`config.mk`:
```
export PLATFORM = sky130hd
export DESIGN_NAME = sess_ctrl
export DESIGN_NICKNAME = d
export VERILOG_FILES = /design/src/core/sess_ctrl.v
export VERILOG_INCLUDE_DIRS = /design/src /design/src/core
export SDC_FILE = /design/constraint.sdc
export NUM_CORES = 1
export LEC_CHECK = 0
export BUFFER_PORTS_ARGS = -buffer_cell sky130_fd_sc_hd__clkbuf_2
export CAP_MARGIN = 40
export CORE_ASPECT_RATIO = 0.7
export CORE_MARGIN = 2
export CORE_UTILIZATION = 42
export DETAILED_ROUTE_END_ITERATION = 8
export SYNTH_ARGS = -nofsm -noshare
export SYNTH_HDL_FRONTEND = slang
export SYNTH_SLANG_ARGS = --single-unit
```
`constraint.sdc`:
```
create_clock -name mclk -period 6 [get_ports mclk]
set_input_delay 0.6 -clock mclk [delete_from_list [all_inputs] [get_ports mclk]]
set_output_delay 0.6 -clock mclk [all_outputs]
set_load 0.05 [all_outputs]
```
`src/core/sess_ctrl_consts.vh`:
```
// Purpose: constants of the session control command handler
// Assumes: little-endian request byte stream, one byte per beat
// Notes: offsets are byte offsets inside the request
`ifndef SESS_CTRL_CONSTS_VH
`define SESS_CTRL_CONSTS_VH

`define HDR_LEN 7'h10
`define FLF_LEGACY_LEN 7'h38
`define HOLD_DEPTH 72
`define OPC_SHIFT 8
`define OPER_CREATE 8'h02
`define OPER_DESTROY 8'h03
`define SVC_CIPHER 2'h0
`define SVC_HASH 2'h1
`define SVC_MAC 2'h2
`define SVC_AEAD 2'h3
`define FLF_DESTROY_LEN 7'h08
`define FLF_HASH_LEN 7'h08
`define FLF_MAC_LEN 7'h10
`define FLF_SYM_LEN 7'h38
`define FLF_AEAD_LEN 7'h18
`define SYM_AREA_LEN 7'h30
`define CHAIN_SPEC_LEN 7'h10
`define OFS_OPCODE 7'h00
`define OFS_MAC_KEYLEN 7'h18
`define OFS_CIPH_KEYLEN 7'h14
`define OFS_CIPH_DIR 7'h18
`define OFS_SYM_OPTYPE 7'h40
`define OFS_CH_ORDER 7'h10
`define OFS_CH_HMODE 7'h14
`define OFS_CH_KEYLEN 7'h1c
`define OFS_CH_DIR 7'h20
`define OFS_CH_AUTHLEN 7'h30
`define OFS_AEAD_KEYLEN 7'h14
`define OFS_AEAD_DIR 7'h20
`define OPTYPE_CIPHER 32'h0000_0001
`define OPTYPE_CHAIN 32'h0000_0002
`define DIR_ENCRYPT 32'h0000_0001
`define DIR_DECRYPT 32'h0000_0002
`define ORDER_HASH_FIRST 32'h0000_0001
`define ORDER_CIPHER_FIRST 32'h0000_0002
`define HMODE_PLAIN 32'h0000_0001
`define HMODE_AUTH 32'h0000_0002
`define HMODE_NESTED 32'h0000_0003
`define ST_OK 8'h00
`define ST_ERR 8'h01
`define ST_BADMSG 8'h02
`define ST_NOTSUPP 8'h03
`define ST_INVSESS 8'h04
`define ST_NOSPC 8'h05
`define CREATE_OUT_LEN 5'h10
`define DESTROY_OUT_LEN 5'h01
`define STATUS_BYTE_POS 5'h08

`endif

```
`src/core/sess_ctrl.v`:
```
// Purpose: control-queue session create/destroy command handler
// Assumes: request arrives as a byte stream ending with req_last;
//    outcome leaves as a byte stream with out_we marking assigned bytes
// Notes: the crypto algorithms themselves are outside this block
// Contract
// - create outcome: handle le64, status le32, pad
// - destroy reads le64 handle, answers one byte
// - hash params: algorithm, digest length
// - mac params add key length, key bytes
// - symmetric create is cipher or chained
// - cipher params with direction encrypt/decrypt
// - chain order selects hash or cipher first
// - hash mode selects embedded parameter meaning
// - embedded area sixteen bytes, rest ignored
// - chain keys: cipher then authentication key
// - symmetric area 48 bytes, type selects layout
// - aead params field order, then key
// - opcode selects layouts for parameter extraction
// - create reports ok, unsupported, no-space, error
// - no-space only with revision one feature
// - handle written only on success
// - destroy reports success or generic error; code also reports unsupported for an unknown service
// - status codes zero through five
// - opcode is service shifted eight or operation
// - legacy fixed area padded to 56
`timescale 1ns/1ps
`include "sess_ctrl_consts.vh"

module sess_ctrl #(
   parameter NUM_HANDLES = 16,
   parameter HW = 4
) (
   input wire mclk,
   input wire arst_n,
   input wire revision_one_feature,
   input wire [3:0] service_enable,
   input wire req_valid,
   input wire [7:0] req_byte,
   input wire req_last,
   output reg req_ready,
   output reg out_valid,
   output reg [7:0] out_byte,
   output reg out_we,
   output reg out_last,
   input wire out_ready,
   output reg [7:0] last_status,
   output reg busy
);

   localparam S_COLLECT = 3'h0;
   localparam S_CALC = 3'h1;
   localparam S_SKIP = 3'h2;
   localparam S_DECIDE = 3'h3;
   localparam S_OUT = 3'h4;

   reg [2:0] st_r;
   reg [6:0] cnt_r;
   reg [31:0] rem_r;
   reg early_r;
   reg [7:0] hold_r [0:`HOLD_DEPTH-1];
   reg [NUM_HANDLES-1:0] used_r;
   reg [1:0] owner_r [0:NUM_HANDLES-1];
   reg [7:0] status_r;
   reg [63:0] handle_r;
   reg is_create_r;
   reg [4:0] ocnt_r;

   // little-endian 32-bit field out of the held bytes
   function [31:0] fld;
      input [6:0] ofs;
      begin
         fld = {hold_r[ofs+7'h3], hold_r[ofs+7'h2], hold_r[ofs+7'h1], hold_r[ofs]};
      end
   endfunction

   wire [31:0] opcode = fld(`OFS_OPCODE);
   wire [7:0] oper = opcode[7:0];
   wire [23:0] svc_full = opcode[31:`OPC_SHIFT];
   wire [1:0] svc = svc_full[1:0];
   wire svc_known = (svc_full[23:2] == 22'h0) && service_enable[svc];
   wire is_create = (oper == `OPER_CREATE);
   wire is_destroy = (oper == `OPER_DESTROY);

   reg [6:0] flf_len;
   always @* begin
      flf_len = `FLF_DESTROY_LEN;
      if (is_create) begin
         case (svc)
            `SVC_HASH: flf_len = `FLF_HASH_LEN;
            `SVC_MAC: flf_len = `FLF_MAC_LEN;
            `SVC_CIPHER: flf_len = `FLF_SYM_LEN;
            default: flf_len = `FLF_AEAD_LEN;
         endcase
      end
      if (!revision_one_feature)
         flf_len = `FLF_LEGACY_LEN;
   end
   wire [6:0] fixed_end = `HDR_LEN + flf_len;

   wire [31:0] optype = fld(`OFS_SYM_OPTYPE);
   wire [31:0] hmode = fld(`OFS_CH_HMODE);
   // auth mode reads embedded area as mac params
   wire ch_auth = (hmode == `HMODE_AUTH);

   // variable layout from opcode and type
   reg [31:0] vlf_len;
   always @* begin
      vlf_len = 32'h0;
      if (is_create && svc_known) begin
         case (svc)
            `SVC_MAC: vlf_len = fld(`OFS_MAC_KEYLEN);
            `SVC_AEAD: vlf_len = fld(`OFS_AEAD_KEYLEN);
            `SVC_CIPHER: begin
               if (optype == `OPTYPE_CIPHER)
                  vlf_len = fld(`OFS_CIPH_KEYLEN);
               else if (optype == `OPTYPE_CHAIN)
                  // cipher key length always read, auth length only in auth mode; cipher key then auth key
                  vlf_len = fld(`OFS_CH_KEYLEN) + (ch_auth ? fld(`OFS_CH_AUTHLEN) : 32'h0);
            end
            default: vlf_len = 32'h0;
         endcase
      end
   end

   function dir_ok;
      input [31:0] d;
      begin
         dir_ok = (d == `DIR_ENCRYPT) || (d == `DIR_DECRYPT);
      end
   endfunction

   reg params_ok;
   always @* begin
      params_ok = 1'b1;
      case (svc)
         `SVC_CIPHER: begin
            if (optype == `OPTYPE_CIPHER)
               params_ok = dir_ok(fld(`OFS_CIPH_DIR));
            else if (optype == `OPTYPE_CHAIN)
               params_ok = dir_ok(fld(`OFS_CH_DIR)) &&
                  ((fld(`OFS_CH_ORDER) == `ORDER_HASH_FIRST) ||
                   (fld(`OFS_CH_ORDER) == `ORDER_CIPHER_FIRST)) &&
                  ((hmode == `HMODE_PLAIN) || ch_auth || (hmode == `HMODE_NESTED));
            else
               params_ok = 1'b0;
         end
         `SVC_AEAD: params_ok = dir_ok(fld(`OFS_AEAD_DIR));
         default: params_ok = 1'b1;
      endcase
   end

   // lowest free handle
   reg [HW-1:0] free_idx;
   reg free_any;
   integer i;
   always @* begin
      free_idx = {HW{1'b0}};
      free_any = 1'b0;
      for (i = NUM_HANDLES - 1; i >= 0; i = i - 1) begin
         if (!used_r[i]) begin
            free_idx = i[HW-1:0];
            free_any = 1'b1;
         end
      end
   end

   wire [63:0] req_handle = {fld(`HDR_LEN + 7'h4), fld(`HDR_LEN)};
   wire [HW-1:0] req_idx = req_handle[HW-1:0];
   wire handle_live = (req_handle[63:HW] == {(64-HW){1'b0}}) &&
      (req_handle < NUM_HANDLES) && used_r[req_idx] && (owner_r[req_idx] == svc);

   // decision made once the whole request is in
   reg [7:0] dec_status;
   always @* begin
      dec_status = `ST_ERR;
      if (early_r)
         dec_status = `ST_ERR;
      else if (!svc_known || !(is_create || is_destroy))
         dec_status = `ST_NOTSUPP;
      else if (is_destroy)
         dec_status = handle_live ? `ST_OK : `ST_ERR;
      else if (!params_ok)
         dec_status = `ST_NOTSUPP;
      else if (!free_any)
         dec_status = revision_one_feature ? `ST_NOSPC : `ST_ERR;
      else
         dec_status = `ST_OK;
   end

   wire take = req_valid && req_ready;
   wire [4:0] out_len = is_create_r ? `CREATE_OUT_LEN : `DESTROY_OUT_LEN;

   // outcome byte at position p
   reg [7:0] ob;
   reg owe;
   always @* begin
      ob = 8'h0;
      owe = 1'b1;
      if (!is_create_r)
         ob = status_r;
      else if (ocnt_r < `STATUS_BYTE_POS) begin
         owe = (status_r == `ST_OK);
         ob = handle_r[{ocnt_r[2:0], 3'h0} +: 8];
      end else if (ocnt_r == `STATUS_BYTE_POS)
         ob = status_r;
      else if (ocnt_r > `STATUS_BYTE_POS + 5'h3)
         owe = 1'b0;
   end

   // handle table, one slot per entry
   wire do_set = (st_r == S_DECIDE) && is_create && (dec_status == `ST_OK);
   wire do_clr = (st_r == S_DECIDE) && is_destroy && (dec_status == `ST_OK);
   genvar g;
   generate
      for (g = 0; g < NUM_HANDLES; g = g + 1) begin : slot
         always @(posedge mclk or negedge arst_n) begin
            if (!arst_n) begin
               used_r[g] <= 1'b0;
               owner_r[g] <= 2'h0;
            end else if (do_set && (free_idx == g)) begin
               used_r[g] <= 1'b1;
               owner_r[g] <= svc;
            end else if (do_clr && (req_idx == g)) begin
               used_r[g] <= 1'b0;
            end
         end
      end
   endgenerate

   // held bytes: no reset needed, only read after being written
   always @(posedge mclk) begin
      if (take && (st_r == S_COLLECT) && (cnt_r < `HOLD_DEPTH))
         hold_r[cnt_r] <= req_byte;
   end

   always @(posedge mclk or negedge arst_n) begin
      if (!arst_n) begin
         st_r <= S_COLLECT;
         cnt_r <= 7'h0;
         rem_r <= 32'h0;
         early_r <= 1'b0;
         status_r <= `ST_OK;
         handle_r <= 64'h0;
         is_create_r <= 1'b0;
         ocnt_r <= 5'h0;
         req_ready <= 1'b0;
         out_valid <= 1'b0;
         out_byte <= 8'h0;
         out_we <= 1'b0;
         out_last <= 1'b0;
         last_status <= `ST_OK;
         busy <= 1'b0;
      end else begin
         case (st_r)
            S_COLLECT: begin
               req_ready <= 1'b1;
               if (take) begin
                  busy <= 1'b1;
                  cnt_r <= cnt_r + 7'h1;
                  if ((cnt_r >= `HDR_LEN - 7'h1) && (cnt_r + 7'h1 == fixed_end)) begin
                     st_r <= S_CALC;
                     req_ready <= 1'b0;
                  end else if (req_last) begin
                     early_r <= 1'b1;
                     st_r <= S_DECIDE;
                     req_ready <= 1'b0;
                  end
               end
            end
            S_CALC: begin
               rem_r <= vlf_len;
               if (vlf_len == 32'h0 || early_r) begin
                  st_r <= S_DECIDE;
               end else begin
                  st_r <= S_SKIP;
                  req_ready <= 1'b1;
               end
            end
            S_SKIP: begin
               // key bytes are consumed; algorithms live elsewhere
               if (take) begin
                  rem_r <= rem_r - 32'h1;
                  if (rem_r == 32'h1 || req_last) begin
                     early_r <= (rem_r != 32'h1);
                     st_r <= S_DECIDE;
                     req_ready <= 1'b0;
                  end
               end
            end
            S_DECIDE: begin
               status_r <= dec_status;
               last_status <= dec_status;
               handle_r <= {{(64-HW){1'b0}}, free_idx};
               is_create_r <= ~is_destroy;
               ocnt_r <= 5'h0;
               st_r <= S_OUT;
            end
            S_OUT: begin
               if (!out_valid || out_ready) begin
                  if (out_valid && out_last) begin
                     out_valid <= 1'b0;
                     out_last <= 1'b0;
                     out_we <= 1'b0;
                     cnt_r <= 7'h0;
                     early_r <= 1'b0;
                     busy <= 1'b0;
                     st_r <= S_COLLECT;
                  end else begin
                     out_valid <= 1'b1;
                     out_byte <= ob;
                     out_we <= owe;
                     out_last <= (ocnt_r + 5'h1 == out_len);
                     ocnt_r <= ocnt_r + 5'h1;
                  end
               end
            end
            default: st_r <= S_COLLECT;
         endcase
      end
   end

endmodule // sess_ctrl

```
==> flow_summary.yaml, run 1 <==
detailed_routing:
  drc_errors: 0
  vias: 13260
  firstDrtPassIters: 6
  ant_nets: 0
  avgRoutedWirePerCell_um: 23.02
  routed_wl_mm: 50.36
  vias_per_cell: 6.061
  drt_iter0_markers: 1662
sta:
  slew_headroom: 0.3931
  setup_viol: 0
  hold_viol_final: 0
  fmax_ghz: 0.1782
  rsz0062_at_grt: "no"
  whs_ns: 0.05739
  finalCriticalPeriod_ns: 5.611
  worstMarginPinSlew_ns: 0.9069
  fin_skew_ns: 0.02169
  finalCritPeriodShare: 0.9351
  fin_tns_setup_ns: 0
  setup_slack_ns: 0.3891
  finalMaxSlewViolations: 0
power_and_ir_drop:
  switchingPower_mw: 2.094
  power_density_nw_per_um2: 329.8
  pwr-share-seq: 0.460
  p_clk_frac: 0.351
  intPower_mw: 4.563
  power_leakage_nw: 7.272
  peakVddDrop_mv: 0.2356
  p_comb_frac: 0.189
  sw_frac_of_total: 0.3146
clocking:
  post_cts.repair.setup_buffers: 0
  ctsResizeCount: 0
  clock_tree.root_cell: "clkbuf_16"
  cts_sinks: 369
  cts_max_level: 2
  clkTransAtPathRegs_ns: 0.07
  cts-buffers-inserted: 36
  ctsLongestPathBuffers: 3
  cts_tree: "yes"
  cts_hold_buf: 0
  insertion_delay_ns: 0.55
final_layout:
  fin_area_um2: 20190
  area_growth_pct: 12.25
  antenna_cells: 0
  fin_nets: 1671
  layout_common_cells: "256 x edfxtp_1, 170 x nand2_1, 134 x nor2_1"
  layout_commonest_cell: "edfxtp_1"
  drive_above_1_share: 0.1051
logic_synthesis:
  ys_types: 82
  ys_top_cells_by_area: "edfxtp_1 43%, dfrtp_1 16%, nand2_1 3.5%"
  ys_seq_area_frac: 0.5847
  synth_edf_count: 256
  yosysTopAreaCell: "edfxtp_1"
  synthDominantCellAreaShare: 0.4274
  ys.warnings.count: 0
  ys_seq_elements: 369
  avgSynthCellArea_um2: 11.43
  syn_area_um2: 17980
  synthFlopType: "edfxtp_1"
  async_reset_ff_frac: 0.3062
  syn_inst: 1574
floorplanning:
  design.die.area_um2: 44520
  fp-row-count: 63
  placeableCoreArea_um2: 42330
  initial_core_util: 0.4249
  io-pin-count: 39
  die_h_um: 177.1
  die_width_um: 251.3
placed_design:
  port_buffers: 29
  place_area_um2: 18980
  place_ws_ns: 0.5189
  hpwl_mm: 35.76
  gp_congestion: 0.9280
hold_path:
  hp-class: "in2async"
worst_setup_path:
  critPathLaunchType: "flip-flop"
  cp_slowest_stage_delay_ns: 0.50
  critical_path_arrival_ns: 6.05
  critPathSlowestCell: "nor4_2"
  worstPathRequired_ns: 6.44
  worst_setup_path_end_kind: "flip-flop"
  criticalPathCategory: "reg2reg"
  worstPathMaxFanout: 5
  crit_top_cell: "a211oi_1"
  cp_cell_sequence: "nor4_2 > nand4_1 > nor4_4 > and2_1 > ha_1 > inv_1 > fa_1 > nand2b_1 > a211oi_1 > o21ai_1 > and3b_1 > o31ai_1 > buf_4 > a211oi_1 > xnor2_1 > a221o_1 > a311oi_1 > a41oi_1 > o21a_1 > o22a_1"
grt:
  grtUsageTotal: 0.2266
  grt.overflow.total: 0
  grt_antenna_before_repair: 0
  grt_max_degree: 59
  grt_pass1_wl_mm: 76.43
  grt_pass1_vias: 12290
run_status:
  outcome: "finished clean"
job:
  maxCapViolCount: 0
kinds of logic after synthesis:
family | after synthesis | synth area share
AOI/OAI and AO/OA | 389 | 0.1386
xor gates and xnor gates | 41 | 0.01997
adders and majority gates | 44 | 0.03103
buffers and inverters | 102 | 0.02407
DFF | 369 | 0.5847
muxes | 37 | 0.03312
other | 1 | 0.0002085
and+or+nand+nor | 591 | 0.1684
layout make-up:
| cell class | instances | area (um^2) |
|---|---|---|
| fill | 3782 | 22140 |
| sequential | 369 | 10520 |
| multi-input combinational | 1111 | 7078 |
| clock buffer | 48 | 1006 |
| tap | 552 | 690.7 |
| timing repair buffer | 67 | 606.8 |
| clock inverter | 17 | 201.4 |
| inverter | 24 | 90.09 |
critical path, delay by kind of cell, from the launching register on:
family	cells	cell delay, ns
AND/OR/NAND/NOR	6	1.78
AO/OA/AOI/OAI	9	2.32
buffers and inverters	2	0.25
adder cells (fa/ha/maj)	2	0.57
XOR/XNOR	1	0.16
flip-flops	1	0.43
per-layer routing:
layer,part of all wire,GRT usage,routed length (um)
met2,0.40,0.3074,20180
met3,0.095,0.05456,4781
met1,0.49,0.3627,24650
met4,0.015,0.04439,754
met5,0,0,0
stage by stage:
stage               instances  power (mW)    util
floorplan                1582       3.924       -
global placement         2103       4.287  0.4408
detailed placement       2123       4.345  0.4484
CTS                      2188       6.679  0.4769
global route             2188       6.976  0.4769
finish                   2188       6.657  0.4769
power by group through the flow:
| stage | sequential [mW] | combinational, mW | clock (mW) |
|---|---|---|---|
| final | 3.06 | 1.26 | 2.34 |
| after global placement | 3.10 | 1.18 | 0 |
| after CTS | 3.06 | 1.24 | 2.38 |
| after floorplan | 3.14 | 0.789 | 0 |
| after detailed placement | 3.11 | 1.23 | 0 |
| after global routing | 3.09 | 1.39 | 2.50 |
cells in the mapped netlist (30+ instances only):
master and n:
nor3_1 35, o21ai_0 100, nand2_1 170, ha_1 43, nor4_1 57, nand3_1 30, dfrtp_1 113, edfxtp_1 256
nor2_1 134, a21oi_1 89, and2_1 39, nand4_1 30, clkbuf_1 55
registers in the layout, summed over array words and instances, names as in the netlist:
| register | flops |
|---|---|
| owner_r | 32 |
| out_last | 1 |
| cnt_r | 7 |
| ocnt_r | 5 |
| busy | 1 |
| req_ready | 1 |
| rem_r | 32 |
| out_valid | 1 |
| is_create_r | 1 |
| hold_r | 256 |
| st_r | 3 |
| used_r | 16 |
| status_r | 3 |
| out_byte | 4 |
| out_we | 1 |
| early_r | 1 |
| handle_r | 4 |
path summary, 6_finish.rpt:
kind                                          from                       to  slack, ns  depth (start not counted)
min in group mclk                      req_byte[7]  hold_r[32][7]$_DFFE_PP_       0.29                          1
max reg2reg                hold_r[20][2]$_DFFE_PP_    req_ready$_DFFE_PN0P_       0.39                         20
min                                         arst_n    rem_r[26]$_DFFE_PN0P_       0.06                          1
max                        hold_r[20][2]$_DFFE_PP_    req_ready$_DFFE_PN0P_       0.39                         20
min reg2reg                out_byte[3]$_DFFE_PN0P_  out_byte[3]$_DFFE_PN0P_       0.48                          2
max in group asynchronous                   arst_n    out_valid$_DFFE_PN0P_       4.87                          3
(Power assumes the default switching activity.)
==> inputs of run 2 (changes only) <==
==> constraint.sdc (replaced) <==
create_clock -name mclk -period 6 [get_ports mclk]
set_input_delay 1.2 -clock mclk [delete_from_list [all_inputs] [get_ports mclk]]
set_output_delay 1.2 -clock mclk [all_outputs]
set_load 0.05 [all_outputs]
==> flow_summary.yaml, run 2 (same netlist as run 1, synthesis figures left out) <==
clocking:
  cts-buffers-inserted: 37
  clock_tree.root_cell: "clkbuf_16"
  cts_tree: "yes"
  insertion_delay_ns: 0.56
  cts_hold_buf: 0
  post_cts.repair.setup_buffers: 0
  cts_sinks: 369
  ctsLongestPathBuffers: 3
  cts_max_level: 2
  ctsResizeCount: 0
  clkTransAtPathRegs_ns: 0.07
power_and_ir_drop:
  peakVddDrop_mv: 0.3383
  power_leakage_nw: 7.300
  power_density_nw_per_um2: 330.1
detailed_routing:
  ant_nets: 0
  drc_errors: 0
  vias: 13160
  routed_wl_mm: 50.23
  firstDrtPassIters: 6
  avgRoutedWirePerCell_um: 22.92
  drt_iter0_markers: 1452
  vias_per_cell: 6.005
job:
  maxCapViolCount: 0
worst_setup_path:
  critical_path_arrival_ns: 6.16
  crit_family: "compound AO/OA/AOI/OAI gates"
  worstReg2RegEnd: "req_ready$_DFFE_PN0P_"
  cp_num_buf_inv: 2
  reg2reg_from: "hold_r[20][2]$_DFFE_PP_"
  cp_cell_sequence: "nor4_2 > nand4_1 > nor4_4 > and2_1 > ha_1 > inv_1 > fa_1 > nand2b_1 > a211oi_1 > o21ai_1 > and3b_1 > o31ai_1 > buf_4 > a211oi_1 > xnor2_1 > a221o_1 > a311oi_1 > a41oi_1 > o21a_1 > o22a_1"
  ff2ff_path_depth: 20
  critPathLaunchType: "flip-flop"
  critPathSlowestCell: "nor4_2"
  reg2reg_slack_ns: 0.28
  crit_top_cell: "a211oi_1"
  worstPathRequired_ns: 6.44
  worst_setup_path_end_kind: "flip-flop"
  worstPathMaxFanout: 5
  criticalPathCategory: "reg2reg"
  cp_slowest_stage_delay_ns: 0.50
sta:
  hold_viol_final: 0
  fin_tns_setup_ns: 0
  setup_viol: 0
  worstMarginPinSlew_ns: 0.9296
  finalMaxSlewViolations: 0
  fin_skew_ns: 0.01791
  rsz0062_at_grt: "no"
  finalCritPeriodShare: 0.9529
  slew_headroom: 0.3803
  whs_ns: 0.4823
  fmax_ghz: 0.1749
  finalCriticalPeriod_ns: 5.717
final_layout:
  top_regs: "hold_r (256), owner_r (32), rem_r (32)"
  largest_register_ffs: 256
  fin_util: 0.4779
  largest-register: "hold_r"
  fin_nets: 1673
  area_growth_pct: 12.49
  layout_common_cells: "256 x edfxtp_1, 170 x nand2_1, 134 x nor2_1"
  layout_commonest_cell: "edfxtp_1"
  fillers: 3858
  antenna_cells: 0
  fin_cells: 2192
  drive_above_1_share: 0.1049
grt:
  grt_pass1_wl_mm: 76.50
  grtUsageTotal: 0.2262
  grt.overflow.total: 0
  grt_antenna_before_repair: 0
  grt_pass1_vias: 12380
  grt_max_degree: 50
placed_design:
  hpwl_mm: 36.00
  gp_congestion: 0.9425
  port_buffers: 29
  placed_cells: 2124
floorplanning:
  design.die.area_um2: 44520
  fp-row-count: 63
  placeableCoreArea_um2: 42330
  initial_core_util: 0.4249
  io-pin-count: 39
  die_width_um: 251.3
  die_h_um: 177.1
hold_path:
  hp-class: "reg2reg"
  hold_path_depth: 2
  holdPathEnd: "out_byte[3]$_DFFE_PN0P_"
  min_from: "out_byte[3]$_DFFE_PN0P_"
run_status:
  outcome: "finished clean"
run 2: metal layers:
| layer | global-route usage | wire, um | vias to the layer above |
|---|---|---|---|
| met5 | 0 | 0 | - |
| met4 | 0.03472 | 575 | 0 |
| met3 | 0.04794 | 4513 | 59 |
| met2 | 0.3123 | 20170 | 523 |
| met1 | 0.3654 | 24970 | 6501 |
| li1 | - | - | 6079 |
run 2: cell type report:
type | count | area (um^2) | share of cell area
Inverter | 24 | 90.09 | 0.004453
Sequential cell | 369 | 10520 | 0.5198
Tap cell | 552 | 690.7 | 0.03414
Multi-Input combinational cell | 1111 | 7084 | 0.3502
Clock inverter | 16 | 186.4 | 0.009215
Clock buffer | 52 | 1044 | 0.05158
Timing Repair Buffer | 68 | 620.6 | 0.03068
run 2: worst min-delay path: stages (launching register included):
cell and delay [ns]:
dfrtp_1 0.35, nand2_1 0.05, nand2_1 0.05
run 2: per-stage QoR:
step,power [mW],area [um^2],setup WS (ns)
floorplan,3.924,18010,1.225
global placement,4.282,18670,0.4967
detailed placement,4.354,18990,0.4679
CTS,6.701,20220,0.4262
global route,6.982,20230,0.003824
finish,6.679,20230,0.2828
run 2: power by group:
| part | leakage, nW | switching (mW) | internal [mW] |
|---|---|---|---|
| Sequential | 3.81 | 0.192 | 2.87 |
| Combinational | 2.89 | 0.890 | 0.376 |
| Clock | 0.594 | 1.03 | 1.32 |
run 2: worst max-delay path by stage:
stage / startpoint / slack (ns) / cells after the start / to
finish: hold_r[20][2]$_DFFE_PP_ / 0.28 / 20 / req_ready$_DFFE_PN0P_
global route: hold_r[20][2]$_DFFE_PP_ / 0.004 / 20 / req_ready$_DFFE_PN0P_
detailed placement: hold_r[20][2]$_DFFE_PP_ / 0.47 / 20 / req_ready$_DFFE_PN0P_
floorplan: hold_r[20][2]$_DFFE_PP_ / 1.23 / 20 / req_ready$_DFFE_PN0P_
CTS: hold_r[20][2]$_DFFE_PP_ / 0.43 / 20 / req_ready$_DFFE_PN0P_
global placement: hold_r[20][2]$_DFFE_PP_ / 0.50 / 20 / req_ready$_DFFE_PN0P_
==> inputs of run 3 (changes only) <==
clock period = 6.7 ns   (was 6 ns; I/O delays follow)
==> flow_summary.yaml, run 3 (same netlist as run 1, synthesis figures left out) <==
worst_setup_path:
  worst_setup_path_end_kind: "flip-flop"
  reg2reg_from: "hold_r[23][5]$_DFFE_PP_"
  cp-startpoint: "hold_r[23][5]$_DFFE_PP_"
  criticalPathCategory: "reg2reg"
  cp_cell_sequence: "nor4_1 > nand4_1 > nor4_4 > buf_4 > nand2_1 > fa_1 > nand2b_1 > a211oi_1 > o21ai_1 > and3b_1 > o31ai_1 > a211oi_1 > xnor2_1 > a221o_1 > a311oi_1 > a41oi_1 > o21a_1 > o22a_1"
  worstPathMaxFanout: 31
  cp_num_buf_inv: 1
  crit_top_cell: "a211oi_1"
  critPathLaunchType: "flip-flop"
  critical_path_arrival_ns: 6.38
  worstPathRequired_ns: 7.15
  crit_family: "compound AO/OA/AOI/OAI gates"
  cp_slowest_stage_delay_ns: 0.65
  critPathSlowestCell: "nor4_1"
sta:
  finalCritPeriodShare: 0.8844
  setup_viol: 0
  fin_tns_setup_ns: 0
  fmax_ghz: 0.1688
  finalMaxSlewViolations: 0
  finalCriticalPeriod_ns: 5.925
  fin_skew_ns: 0.01688
  slew_headroom: 0.3545
  hold_viol_final: 0
  worstMarginPinSlew_ns: 0.9683
  rsz0062_at_grt: "no"
grt:
  grt_antenna_before_repair: 0
  grt_max_degree: 59
  grt_pass1_vias: 12440
  grt.overflow.total: 0
  grt_pass1_wl_mm: 76.80
  grtUsageTotal: 0.2267
clocking:
  insertion_delay_ns: 0.56
  cts_max_level: 2
  ctsResizeCount: 0
  post_cts.repair.setup_buffers: 0
  cts_tree: "yes"
  clock_tree.root_cell: "clkbuf_16"
  cts_sinks: 369
  cts_hold_buf: 0
  ctsLongestPathBuffers: 3
  cts-buffers-inserted: 38
  clkTransAtPathRegs_ns: 0.07
final_layout:
  largest_register_ffs: 256
  largest-register: "hold_r"
  top_regs: "hold_r (256), owner_r (32), rem_r (32)"
  layout_common_cells: "256 x edfxtp_1, 170 x nand2_1, 134 x nor2_1"
  fillers: 3794
  regArea_um2: 10520
  fin_nets: 1665
  antenna_cells: 0
  multiInputGateArea_um2: 7078
  drive_above_1_share: 0.09926
  fin_cells: 2184
  area_growth_pct: 12.49
  layout_commonest_cell: "edfxtp_1"
detailed_routing:
  ant_nets: 0
  drc_errors: 2
  vias: 13290
  vias_per_cell: 6.085
  firstDrtPassIters: 9
  avgRoutedWirePerCell_um: 23.09
  drt_iter0_markers: 1619
  routed_wl_mm: 50.42
power_and_ir_drop:
  sw_frac_of_total: 0.3073
  p_clk_frac: 0.373
  power_leakage_nw: 7.289
  switchingPower_mw: 1.895
  pwr-share-seq: 0.445
  p_comb_frac: 0.182
  power_density_nw_per_um2: 304.7
  peakVddDrop_mv: 0.2238
  intPower_mw: 4.271
run_status:
  outcome: "finished, violations left"
  violations: "design-rule violations"
floorplanning:
  initial_core_util: 0.4249
  design.die.area_um2: 44520
  placeableCoreArea_um2: 42330
  die_h_um: 177.1
  io-pin-count: 39
  die_width_um: 251.3
  fp-row-count: 63
placed_design:
  hpwl_mm: 35.38
  gp_congestion: 0.9596
  port_buffers: 29
  placed_cells: 2114
job:
  maxCapViolCount: 0
hold_path:
  min_from: "owner_r[0]$_DFFE_PN0P_"
  hp-class: "reg2reg"
## run 3: metal layers
metal | track usage | vias up | routed length (um)
met1 | 0.3568 | 6575 | 24170
met3 | 0.06559 | 63 | 5295
li1 | - | 6053 | -
met5 | 0 | - | 23
met4 | 0.04241 | 2 | 642
met2 | 0.3069 | 597 | 20290
## run 3: area by class of cell
cell class	count	area share
multi-input cells	1111	0.3498
flip-flops and latches	369	0.5197
inverters	24	0.004453
repair buffers	59	0.02498
well taps	552	0.03414
clock inverters	17	0.01367
clock buffers	52	0.05318
## run 3: worst reg2reg max path, stage by stage, from the launching register on
cell and delay (ns):
edfxtp_1 0.42, nor4_1 0.65, nand4_1 0.37, nor4_4 0.24
buf_4 0.31, nand2_1 0.14, fa_1 0.42, nand2b_1 0.19
a211oi_1 0.32, o21ai_1 0.23, and3b_1 0.24, o31ai_1 0.54
a211oi_1 0.18, xnor2_1 0.17, a221o_1 0.29, a311oi_1 0.42
a41oi_1 0.26, o21a_1 0.23, o22a_1 0.18
## run 3: stage by stage
step	setup slack (ns)	hold WS [ns]	utilization	total power, mW	cell area (um^2)
final	0.7748	0.4753	0.4780	6.166	20230
after floorplan	1.925	0.4420	-	3.514	18010
after global routing	0.2204	0.5070	0.4780	6.432	20230
after CTS	0.8870	0.4786	0.4778	6.180	20220
after detailed placement	0.9008	0.4659	0.4458	3.884	18870
after global placement	0.9821	0.4619	0.4399	3.837	18620
## run 3: worst paths after layout
kind	endpoint	slack, ns	depth (start not counted)
max reg2reg	req_ready$_DFFE_PN0P_	0.77	18
max	req_ready$_DFFE_PN0P_	0.77	18
max in group asynchronous	handle_r[1]$_DFFE_PN0N_	4.56	2
min reg2reg	owner_r[0]$_DFFE_PN0P_	0.48	2
min in group asynchronous	rem_r[20]$_DFFE_PN0P_	0.86	1
min	owner_r[0]$_DFFE_PN0P_	0.48	2
## run 3: power groups by stage
| stage | Clock [mW] | Sequential (mW) | Combinational [mW] |
|---|---|---|---|
| global route | 2.44 | 2.76 | 1.23 |
| global placement | 0 | 2.78 | 1.06 |
| finish | 2.30 | 2.75 | 1.12 |
| detailed placement | 0 | 2.78 | 1.10 |
| floorplan | 0 | 2.81 | 0.706 |
| CTS | 2.34 | 2.74 | 1.11 |
